$ cat config.mk
export PLATFORM = sky130hd
export DESIGN_NAME = tmr_timer
export DESIGN_NICKNAME = d
export VERILOG_FILES = /design/src/design/tmr_pkg.sv /design/src/design/tmr_cnt_if.sv /design/src/design/tmr_byte_cnt.sv /design/src/design/tmr_sync_edge.sv /design/src/design/tmr_timer.sv
export SDC_FILE = /design/constraint.sdc
export NUM_CORES = 1
export LEC_CHECK = 0
export ABC_AREA = 1
export BUFFER_PORTS_ARGS = -buffer_cell sky130_fd_sc_hd__buf_4
export CORE_MARGIN = 2
export CORE_UTILIZATION = 55
export DETAILED_ROUTE_END_ITERATION = 7
export GPL_TIMING_DRIVEN = 0
export PLACE_DENSITY = 0.79
export SYNTH_ARGS = -nofsm -noshare
export SYNTH_HDL_FRONTEND = slang
export SYNTH_SLANG_ARGS = --single-unit
$ cat constraint.sdc
create_clock -name clock -period 2.8 [get_ports clock]
set_clock_uncertainty 0.15 [all_clocks]
set_input_delay 0 -clock clock [delete_from_list [all_inputs] [get_ports clock]]
set_output_delay 0 -clock clock [all_outputs]
set_load 0.01 [all_outputs]
$ cat src/design/tmr_pkg.sv
package tmr_pkg;

  // ==========================================================
  // register indices; byte address is four times the index
  // ==========================================================
  localparam logic [15:0] IDX_LOW_RELOAD   = 16'h7f14;
  localparam logic [15:0] IDX_HIGH_RELOAD  = 16'h7f15;
  localparam logic [15:0] IDX_CONTROL      = 16'h7f16;
  localparam logic [15:0] IDX_DIVIDER      = 16'h7f17;
  localparam logic [15:0] IDX_LOW_CAPTURE  = 16'h7f18;
  localparam logic [15:0] IDX_HIGH_CAPTURE = 16'h7f19;
  localparam logic [15:0] IDX_LOW_COUNT    = 16'h7f1a;
  localparam logic [15:0] IDX_HIGH_COUNT   = 16'h7f1b;

  // ==========================================================
  // timer_control fields
  // ==========================================================
  localparam int CTL_HIGH_COUNT_ENABLE   = 7;
  localparam int CTL_HIGH_MATCH_FLAG   = 6;
  localparam int CTL_HIE    = 5;
  localparam int CTL_SRC_HI = 4;
  localparam int CTL_SRC_LO = 3;
  localparam int CTL_RUN    = 2;
  localparam int CTL_FLG    = 1;
  localparam int CTL_IE     = 0;

  // ==========================================================
  // divider_and_mode_control fields
  // ==========================================================
  localparam int DIV_RDSEL  = 7;
  localparam int DIV_LEN8   = 6;
  localparam int DIV_CAPEN  = 5;
  localparam int DIV_LIM_HI = 4;

  // ==========================================================
  // reset values and encodings
  // ==========================================================
  localparam logic [7:0]  RST_BYTE     = 8'h00;
  localparam logic [4:0]  RST_PRESCALE = 5'h00;
  localparam logic [31:0] RST_WORD     = 32'h0000_0000;
  localparam logic [7:0]  BYTE_ZERO    = 8'h00;
  localparam logic [7:0]  BYTE_ONE     = 8'h01;
  localparam logic [7:0]  BYTE_FULL    = 8'hff;
  localparam logic [4:0]  PRESCALE_ONE = 5'h01;

  localparam logic [1:0] SRC_SYSTEM = 2'h0;
  localparam logic [1:0] SRC_RC     = 2'h1;
  localparam logic [1:0] SRC_SLOW   = 2'h2;
  localparam logic [1:0] SRC_FAST   = 2'h3;

  localparam logic       HRESP_OKAY = 1'h0;

  typedef enum logic [1:0] {
    TMR_BUS_IDLE,
    TMR_BUS_WRITE,
    TMR_BUS_READ,
    TMR_BUS_RDONE
  } tmr_bus_state_t;

endpackage

$ cat src/design/tmr_cnt_if.sv
`timescale 1ns/1ps
// ==========================================================
// one byte counter with its match buffer
// ==========================================================
interface tmr_cnt_if;
  logic       run;
  logic       inc;
  logic       clr;
  logic [7:0] reload;
  logic [7:0] count;
  logic [7:0] match_buf;

  modport ctl (output run, output inc, output clr, output reload, input count, input match_buf);
  modport cnt (input run, input inc, input clr, input reload, output count, output match_buf);
endinterface

$ cat src/design/tmr_byte_cnt.sv
`timescale 1ns/1ps
// ==========================================================
// byte counter: held at zero while stopped
// ==========================================================
module tmr_byte_cnt (
  input  wire logic clock,
  input  wire logic rst_n,
  tmr_cnt_if.cnt    port
);
  always_ff @(posedge clock or negedge rst_n) begin
    if (!rst_n) begin
      port.count <= tmr_pkg::RST_BYTE;
    end else if (!port.run || port.clr) begin
      port.count <= tmr_pkg::BYTE_ZERO;
    end else if (port.inc) begin
      port.count <= port.count + tmr_pkg::BYTE_ONE;
    end
  end

  // buffer follows reload while stopped, and refreshes only while the count sits at zero
  always_ff @(posedge clock or negedge rst_n) begin
    if (!rst_n) begin
      port.match_buf <= tmr_pkg::RST_BYTE;
    end else if (!port.run || port.count == tmr_pkg::BYTE_ZERO) begin
      port.match_buf <= port.reload;
    end
  end
endmodule

$ cat src/design/tmr_sync_edge.sv
`timescale 1ns/1ps
// ==========================================================
// two-flop synchroniser with rising edge pulse
// ==========================================================
module tmr_sync_edge (
  input  wire logic clock,
  input  wire logic rst_n,
  input  wire logic pin,
  output logic      rise
);
  logic stage1;
  logic stage2;
  logic stage3;

  always_ff @(posedge clock or negedge rst_n) begin
    if (!rst_n) begin
      stage1 <= 1'b0;
      stage2 <= 1'b0;
      stage3 <= 1'b0;
    end else begin
      stage1 <= pin;
      stage2 <= stage1;
      stage3 <= stage2;
    end
  end

  // edge taken between second and third flops only
  assign rise = stage2 & ~stage3;
endmodule

$ cat src/design/tmr_timer.sv
`timescale 1ns/1ps
// Operation
// select prescaler source: system, RC, slow, fast
// prescaler match at limit, clears; stop clears
// run bit starts prescaler and low counter
// low advances on prescale match; 16-bit full match
// length bit: high counts overflow or clock
// high runs by run or high enable
// buffer tracks reload stopped, loads at zero
// software writes reload once per match period
// clearing run holds zero, buffer equals reload
// clearing high enable holds high at zero
// main flag sets when count returns zero
// high flag sets when high counter wraps
// flags stay set until software writes zero
// main enable and flag request interrupt
// high enable and high flag request interrupt
// capture only when capture enable set
// 16-bit: both bytes captured on high flag
// 8-bit: bytes captured on opposite flags
// readback select shows captures at reload addresses
// period is reload+1 times limit+1 ticks
// software reads capture while condition holds
// low overflow advances high counter in 16-bit
// everything clears to zero at reset
module tmr_timer (
  input  wire logic        clock,
  input  wire logic        rst_n,
  input  wire logic        hsel,
  input  wire logic [31:0] haddr,
  input  wire logic [1:0]  htrans,
  input  wire logic        hwrite,
  input  wire logic [2:0]  hsize,
  input  wire logic [31:0] hwdata,
  input  wire logic        hready,
  output logic             hreadyout,
  output logic [31:0]      hrdata,
  output logic             hresp,
  input  wire logic        rc_osc_clock,
  input  wire logic        slow_crystal_clock,
  input  wire logic        fast_ceramic_clock,
  output logic             timer_irq
);

  // ==========================================================
  // register state
  // ==========================================================
  logic [7:0] low_reload_value;
  logic [7:0] high_reload_value;
  logic [7:0] timer_control;
  logic [7:0] divider_and_mode_control;
  logic [7:0] low_capture_value;
  logic [7:0] high_capture_value;

  tmr_cnt_if lo_if ();
  tmr_cnt_if hi_if ();

  logic       high_count_enable;
  logic       high_match_flag;
  logic       high_irq_enable;
  logic [1:0] count_source_select;
  logic       run;
  logic       main_match_flag;
  logic       main_irq_enable;
  logic       readback_select;
  logic       counter_length_select;
  logic       capture_enable;
  logic [4:0] divider_limit;

  assign high_count_enable     = timer_control[tmr_pkg::CTL_HIGH_COUNT_ENABLE];
  assign high_match_flag       = timer_control[tmr_pkg::CTL_HIGH_MATCH_FLAG];
  assign high_irq_enable       = timer_control[tmr_pkg::CTL_HIE];
  assign count_source_select   = timer_control[tmr_pkg::CTL_SRC_HI:tmr_pkg::CTL_SRC_LO];
  assign run                   = timer_control[tmr_pkg::CTL_RUN];
  assign main_match_flag       = timer_control[tmr_pkg::CTL_FLG];
  assign main_irq_enable       = timer_control[tmr_pkg::CTL_IE];
  assign readback_select       = divider_and_mode_control[tmr_pkg::DIV_RDSEL];
  assign counter_length_select = divider_and_mode_control[tmr_pkg::DIV_LEN8];
  assign capture_enable        = divider_and_mode_control[tmr_pkg::DIV_CAPEN];
  assign divider_limit         = divider_and_mode_control[tmr_pkg::DIV_LIM_HI:0];

  // ==========================================================
  // bus slave: zero-wait writes, one wait state on reads
  // ==========================================================
  tmr_pkg::tmr_bus_state_t bus_state;
  tmr_pkg::tmr_bus_state_t next_bus_state;
  logic [15:0]             dp_index;
  logic                    dp_mapped;
  logic                    accept;
  logic                    addr_hit;
  logic                    wr_en;
  logic [7:0]              rd_value;

  assign accept   = hsel & hready & htrans[1];
  assign addr_hit = (haddr[31:18] == 14'h0000) && (haddr[1:0] == 2'h0);
  assign wr_en    = (bus_state == tmr_pkg::TMR_BUS_WRITE) & dp_mapped;

  always_comb begin
    next_bus_state = tmr_pkg::TMR_BUS_IDLE;
    case (bus_state)
      tmr_pkg::TMR_BUS_READ: next_bus_state = tmr_pkg::TMR_BUS_RDONE;
      tmr_pkg::TMR_BUS_IDLE,
      tmr_pkg::TMR_BUS_WRITE,
      tmr_pkg::TMR_BUS_RDONE: begin
        if (accept) begin
          next_bus_state = hwrite ? tmr_pkg::TMR_BUS_WRITE : tmr_pkg::TMR_BUS_READ;
        end
      end
      default: next_bus_state = tmr_pkg::TMR_BUS_IDLE;
    endcase
  end

  always_ff @(posedge clock or negedge rst_n) begin
    if (!rst_n) begin
      bus_state <= tmr_pkg::TMR_BUS_IDLE;
    end else begin
      bus_state <= next_bus_state;
    end
  end

  always_ff @(posedge clock or negedge rst_n) begin
    if (!rst_n) begin
      dp_index  <= 16'h0000;
      dp_mapped <= 1'b0;
    end else if (accept) begin
      dp_index  <= haddr[17:2];
      dp_mapped <= addr_hit;
    end
  end

  // read data is taken a cycle late so a write just before it is already visible
  always_comb begin
    rd_value = tmr_pkg::BYTE_ZERO;
    if (dp_mapped) begin
      case (dp_index)
        tmr_pkg::IDX_LOW_RELOAD:   rd_value = readback_select ? low_capture_value : low_reload_value;
        tmr_pkg::IDX_HIGH_RELOAD:  rd_value = readback_select ? high_capture_value : high_reload_value;
        tmr_pkg::IDX_CONTROL:      rd_value = timer_control;
        tmr_pkg::IDX_DIVIDER:      rd_value = divider_and_mode_control;
        tmr_pkg::IDX_LOW_CAPTURE:  rd_value = low_capture_value;
        tmr_pkg::IDX_HIGH_CAPTURE: rd_value = high_capture_value;
        tmr_pkg::IDX_LOW_COUNT:    rd_value = lo_if.count;
        tmr_pkg::IDX_HIGH_COUNT:   rd_value = hi_if.count;
        default:                   rd_value = tmr_pkg::BYTE_ZERO;
      endcase
    end
  end

  always_ff @(posedge clock or negedge rst_n) begin
    if (!rst_n) begin
      hrdata <= tmr_pkg::RST_WORD;
    end else if (bus_state == tmr_pkg::TMR_BUS_READ) begin
      hrdata <= {24'h00_0000, rd_value};
    end
  end

  assign hreadyout = (bus_state != tmr_pkg::TMR_BUS_READ);
  assign hresp     = tmr_pkg::HRESP_OKAY;

  // ==========================================================
  // count source and prescaler
  // ==========================================================
  logic       rc_rise;
  logic       slow_rise;
  logic       fast_rise;
  logic       src_tick;
  logic [4:0] prescale;
  logic       pre_match;

  tmr_sync_edge u_sync_rc (
    .clock (clock),
    .rst_n (rst_n),
    .pin   (rc_osc_clock),
    .rise  (rc_rise)
  );
  tmr_sync_edge u_sync_slow (
    .clock (clock),
    .rst_n (rst_n),
    .pin   (slow_crystal_clock),
    .rise  (slow_rise)
  );
  tmr_sync_edge u_sync_fast (
    .clock (clock),
    .rst_n (rst_n),
    .pin   (fast_ceramic_clock),
    .rise  (fast_rise)
  );

  // oscillator inputs must stay below half the system clock to be seen
  always_comb begin
    case (count_source_select)
      tmr_pkg::SRC_SYSTEM: src_tick = 1'b1;
      tmr_pkg::SRC_RC:     src_tick = rc_rise;
      tmr_pkg::SRC_SLOW:   src_tick = slow_rise;
      tmr_pkg::SRC_FAST:   src_tick = fast_rise;
      default:             src_tick = 1'b0;
    endcase
  end

  assign pre_match = run & src_tick & (prescale == divider_limit);

  always_ff @(posedge clock or negedge rst_n) begin
    if (!rst_n) begin
      prescale <= tmr_pkg::RST_PRESCALE;
    end else if (!run || pre_match) begin
      prescale <= tmr_pkg::RST_PRESCALE;
    end else if (src_tick) begin
      prescale <= prescale + tmr_pkg::PRESCALE_ONE;
    end
  end

  // ==========================================================
  // byte counters
  // ==========================================================
  logic full_match;
  logic lo_match;
  logic hi_match;
  logic lo_overflow;
  logic main_event;
  logic high_event;

  // period = (reload + 1) x (limit + 1) source ticks; high in 8-bit = reload + 1 cycles
  assign full_match  = pre_match &&
                       ({hi_if.count, lo_if.count} == {hi_if.match_buf, lo_if.match_buf});
  assign lo_match    = pre_match && (lo_if.count == lo_if.match_buf);
  assign lo_overflow = pre_match && (lo_if.count == tmr_pkg::BYTE_FULL);
  assign hi_match    = hi_if.run && (hi_if.count == hi_if.match_buf);

  assign lo_if.run    = run;
  assign lo_if.inc    = pre_match;
  assign lo_if.clr    = counter_length_select ? lo_match : full_match;
  assign lo_if.reload = low_reload_value;

  assign hi_if.run    = counter_length_select ? high_count_enable : run;
  assign hi_if.inc    = counter_length_select ? 1'b1 : lo_overflow;
  assign hi_if.clr    = counter_length_select ? hi_match : full_match;
  assign hi_if.reload = high_reload_value;

  assign main_event = counter_length_select ? lo_match : full_match;
  assign high_event = counter_length_select & hi_match;

  tmr_byte_cnt u_low (
    .clock (clock),
    .rst_n (rst_n),
    .port  (lo_if.cnt)
  );
  tmr_byte_cnt u_high (
    .clock (clock),
    .rst_n (rst_n),
    .port  (hi_if.cnt)
  );

  // ==========================================================
  // software registers and flags
  // ==========================================================
  logic       wr_control;
  logic       next_main_flag;
  logic       next_high_flag;
  logic       main_flag_rise;
  logic       high_flag_rise;

  assign wr_control = wr_en && (dp_index == tmr_pkg::IDX_CONTROL);

  // a hardware event in the same cycle as a clearing write keeps the flag set
  assign next_main_flag = main_event | (wr_control ? hwdata[tmr_pkg::CTL_FLG] : main_match_flag);
  assign next_high_flag = high_event | (wr_control ? hwdata[tmr_pkg::CTL_HIGH_MATCH_FLAG] : high_match_flag);
  assign main_flag_rise = next_main_flag & ~main_match_flag;
  assign high_flag_rise = next_high_flag & ~high_match_flag;

  always_ff @(posedge clock or negedge rst_n) begin
    if (!rst_n) begin
      timer_control <= tmr_pkg::RST_BYTE;
    end else begin
      if (wr_control) begin
        timer_control <= hwdata[7:0];
      end
      timer_control[tmr_pkg::CTL_FLG]  <= next_main_flag;
      timer_control[tmr_pkg::CTL_HIGH_MATCH_FLAG] <= next_high_flag;
    end
  end

  always_ff @(posedge clock or negedge rst_n) begin
    if (!rst_n) begin
      low_reload_value         <= tmr_pkg::RST_BYTE;
      high_reload_value        <= tmr_pkg::RST_BYTE;
      divider_and_mode_control <= tmr_pkg::RST_BYTE;
    end else if (wr_en) begin
      if (dp_index == tmr_pkg::IDX_LOW_RELOAD) begin
        low_reload_value <= hwdata[7:0];
      end
      if (dp_index == tmr_pkg::IDX_HIGH_RELOAD) begin
        high_reload_value <= hwdata[7:0];
      end
      if (dp_index == tmr_pkg::IDX_DIVIDER) begin
        divider_and_mode_control <= hwdata[7:0];
      end
    end
  end

  // ==========================================================
  // capture: counts as they stand when the trigger flag rises
  // ==========================================================
  always_ff @(posedge clock or negedge rst_n) begin
    if (!rst_n) begin
      low_capture_value <= tmr_pkg::RST_BYTE;
    end else if (capture_enable && high_flag_rise) begin
      low_capture_value <= lo_if.count;
    end
  end

  always_ff @(posedge clock or negedge rst_n) begin
    if (!rst_n) begin
      high_capture_value <= tmr_pkg::RST_BYTE;
    end else if (capture_enable && (counter_length_select ? main_flag_rise : high_flag_rise)) begin
      high_capture_value <= hi_if.count;
    end
  end

  assign timer_irq = (main_irq_enable & main_match_flag) | (high_irq_enable & high_match_flag);
endmodule

==> flow_metrics.py <==
metrics = {
    "hold_path": {
        "hold_class": "in2async",
    },
    "final_layout": {
        "syn2layout_area_growth_pct": 28.4,
        "fin_area_um2": 8200,
        "regMostFlops": "dp_index",
        "drive_gt1_share_pct": 17.3,
        "diodes": 0,
        "mostFrequentLayoutCell": "nand2_1",
        "mostFrequentLayoutCells": "256 x nand2_1, 121 x dfrtp_1, 85 x buf_4, 80 x o21ai_0, 68 x inv_1",
        "final_core_util_pct": 72.1,
        "largest_register_ffs": 16,
        "nNetsFinal": 1040,
    },
    "status": {
        "outcome": "complete, no violations",
    },
    "timing": {
        "tns_ns": 0,
        "layout_min_cycle_time_ns": 2.61,
        "clock.fmax_mhz": 384,
        "max-slew-margin-rel_pct": 26.1,
        "rsz0062_at_grt": "no",
        "timing.final.crit_share_pct": 93.1,
        "hold_viol_final": 0,
        "slew_violations": 0,
        "worstMarginPinSlew_ns": 1.11,
        "timing.final.ws_setup_ns": 0.193,
        "setup_viol": 0,
    },
    "power_and_ir_drop": {
        "leakage_uw": 0.00420,
        "p_per_area_nw_per_um2": 561,
        "irDropWorstVdd_v": 0.000551,
    },
    "logic_synthesis": {
        "synth_top_area_share_pct": 47.4,
        "avgSynthCellArea_um2": 7.90,
        "ys_types": 37,
        "synth-seq-cells": 121,
        "synth_cells": 809,
        "syn_area_um2": 6390,
        "synthTopCellsByArea": "dfrtp_1 47%, nand2_1 15%, o21ai_0 6.3%",
        "seq_area_frac_synth_pct": 47.4,
        "yosysWarnings": 0,
        "yosysTopAreaCell": "dfrtp_1",
    },
    "grt": {
        "grtUsageTotal_pct": 30.0,
        "grt_pass1_wl_mm": 29.0,
        "antenna_found_initial": 0,
        "grt_pass1_vias": 5789,
        "grt_start_max_net_pins": 96,
        "grt-ovfl-total": 0,
    },
    "drt": {
        "first_pass_iters": 7,
        "ant_nets": 0,
        "drc": 0,
        "drt_first_iter_violations": 401,
        "viasPerCell": 5.27,
        "vias": 5869,
        "avgRoutedWirePerCell_um": 15.9,
        "wl_mm": 17.7,
    },
    "die": {
        "pin_count": 112,
        "die_x_um": 112,
        "core_area_um2": 11400,
        "dieArea_um2": 12500,
        "die_h_um": 112,
        "rows": 39,
        "start_util_pct": 56.2,
    },
    "cts": {
        "cts_sinks": 121,
        "h-tree-depth": 4,
        "cts_buffers": 17,
        "postCtsSetupRepairBufs": 0,
        "cts_tree": "yes",
        "clkTransAtPathRegs_ns": 0.06,
        "clockBufferDepth": 2,
        "cts_root_buffer": "clkbuf_16",
        "insertion_delay_ns": 0.42,
    },
    "critical_path": {
        "slowest_delay_ns": 0.60,
        "crit_type": "in2reg",
        "crit_family": "buffers and inverters",
        "start_kind": "input port",
        "end_kind": "flip-flop",
        "critPathMaxFanout": 1,
        "required_ns": 3.01,
        "cp_num_buf_inv": 5,
        "crit_chain": "dlygate4sd3_1 -> buf_4 -> nor4_1 -> dlygate4sd3_1 -> nand2_1 -> dlygate4sd3_1 -> o21ai_0 -> dlygate4sd3_1",
        "cp_data_arrival_time_ns": 2.82,
        "cpMaxStageDelayCell": "dlygate4sd3_1",
        "crit_path_frequent_cell": "dlygate4sd3_1",
    },
    "place": {
        "placed_area_um2": 7120,
        "numPortBuffers": 58,
        "hpwl_mm": 11.9,
        "dpl_worst_slack_ns": 0.654,
        "gp_congestion": 0.944,
    },
    "flow_run": {
        "maxCapViolations": 0,
    },
}
-- logic make-up (layout without fill, tap and decap cells) --
logic type	Yosys count	in the layout	share of synthesized area (%)
AND/OR/NAND/NOR	423	423	29.1
buffers and inverters	124	261	9.38
flip-flops	121	121	47.4
AO/OA/AOI/OAI	105	105	8.70
XOR/XNOR	19	19	2.60
multiplexers	11	11	1.80
adder cells (fa/ha/maj)	5	5	0.979
other	1	25	0.0587
-- through the flow --
| step | total power [µW] | instances | hold WS (ns) |
|---|---|---|---|
| CTS | 4600 | 1113 | 0.00892 |
| finish | 4600 | 1113 | 0.0274 |
| global placement | 2280 | 1034 | -0.0385 |
| detailed placement | 2300 | 1035 | -0.273 |
| floorplan | 2140 | 833 | -0.446 |
| global route | 4770 | 1113 | 0.0697 |
-- per-layer routing --
metal	share of wire, %	GRT usage, %	vias up
li1	-	-	2834
met1	42	39.4	2753
met2	48	49.0	241
met3	6.5	4.95	41
met4	3.3	14.2	0
met5	0	0	-
-- cell usage after synthesis --
master / n
nor3_2: 2
a22o_1: 1
clkinv_1: 1
nor3_1: 10
nor2_4: 1
inv_2: 5
nor3_4: 2
nand3b_1: 3
conb_1: 1
o21ai_0: 80
nand4_1: 6
buf_4: 28
a21oi_1: 13
nand3_4: 1
nor2_2: 3
clkbuf_2: 1
nand2_2: 6
nor2_8: 1
buf_2: 10
o21ai_1: 4
nand2_1: 256
ha_1: 5
mux2i_1: 7
nor4_1: 6
inv_1: 68
nand3_2: 2
xnor2_1: 5
nor2_1: 56
dfrtp_1: 121
buf_6: 2
mux2_2: 4
nand3_1: 64
clkbuf_1: 9
nor3b_1: 1
xor2_1: 14
nand2_4: 3
o21ai_2: 7
-- final timing paths --
kind,end,from,slack (ns),depth (start not counted)
worst min register to register,u_sync_fast.stage2$_DFF_PN0_,u_sync_fast.stage1$_DFF_PN0_,0.20,0
worst max-delay path,dp_mapped$_DFFE_PN0P_,haddr[24],0.19,8
max in group asynchronous,u_high.port.count[1]$_DFFE_PN0P_,rst_n,1.07,3
min in group clock,dp_index[14]$_DFFE_PN0P_,hsel,0.06,5
worst max register to register,high_capture_value[4]$_DFFE_PN0P_,timer_control[2]$_DFFE_PN0N_,0.50,10
worst min-delay path,dp_index[5]$_DFFE_PN0P_,rst_n,0.03,3
-- worst min-delay path, stage by stage --
cell and delay (ns):
dlygate4sd3_1 0.55, buf_6 0.12, buf_16 0.36
-- final cells by class --
type,count,area [µm²]
buffer,50,322
clock buffer,18,439
clock inverter,13,169
fill,876,3170
inverter,74,278
multi-input combinational,588,2850
sequential,121,3030
tap,143,179
timing repair buffer,106,937
-- power by group --
part | total [µW] | switching, µW | internal (µW) | leakage, µW
Sequential | 1900 | 69.7 | 1830 | 0.00137
Combinational | 456 | 255 | 201 | 0.00254
Clock | 2250 | 825 | 1420 | 0.000285
-- repair_timing --
| item | CTS | global route |
|---|---|---|
| hold endpoints to repair | 175 | 0 |
| hold buffers | 47 | 0 |
| resized for setup | 0 | 0 |
| setup endpoints to repair | 0 | 0 |
(Power assumes the default switching activity.)
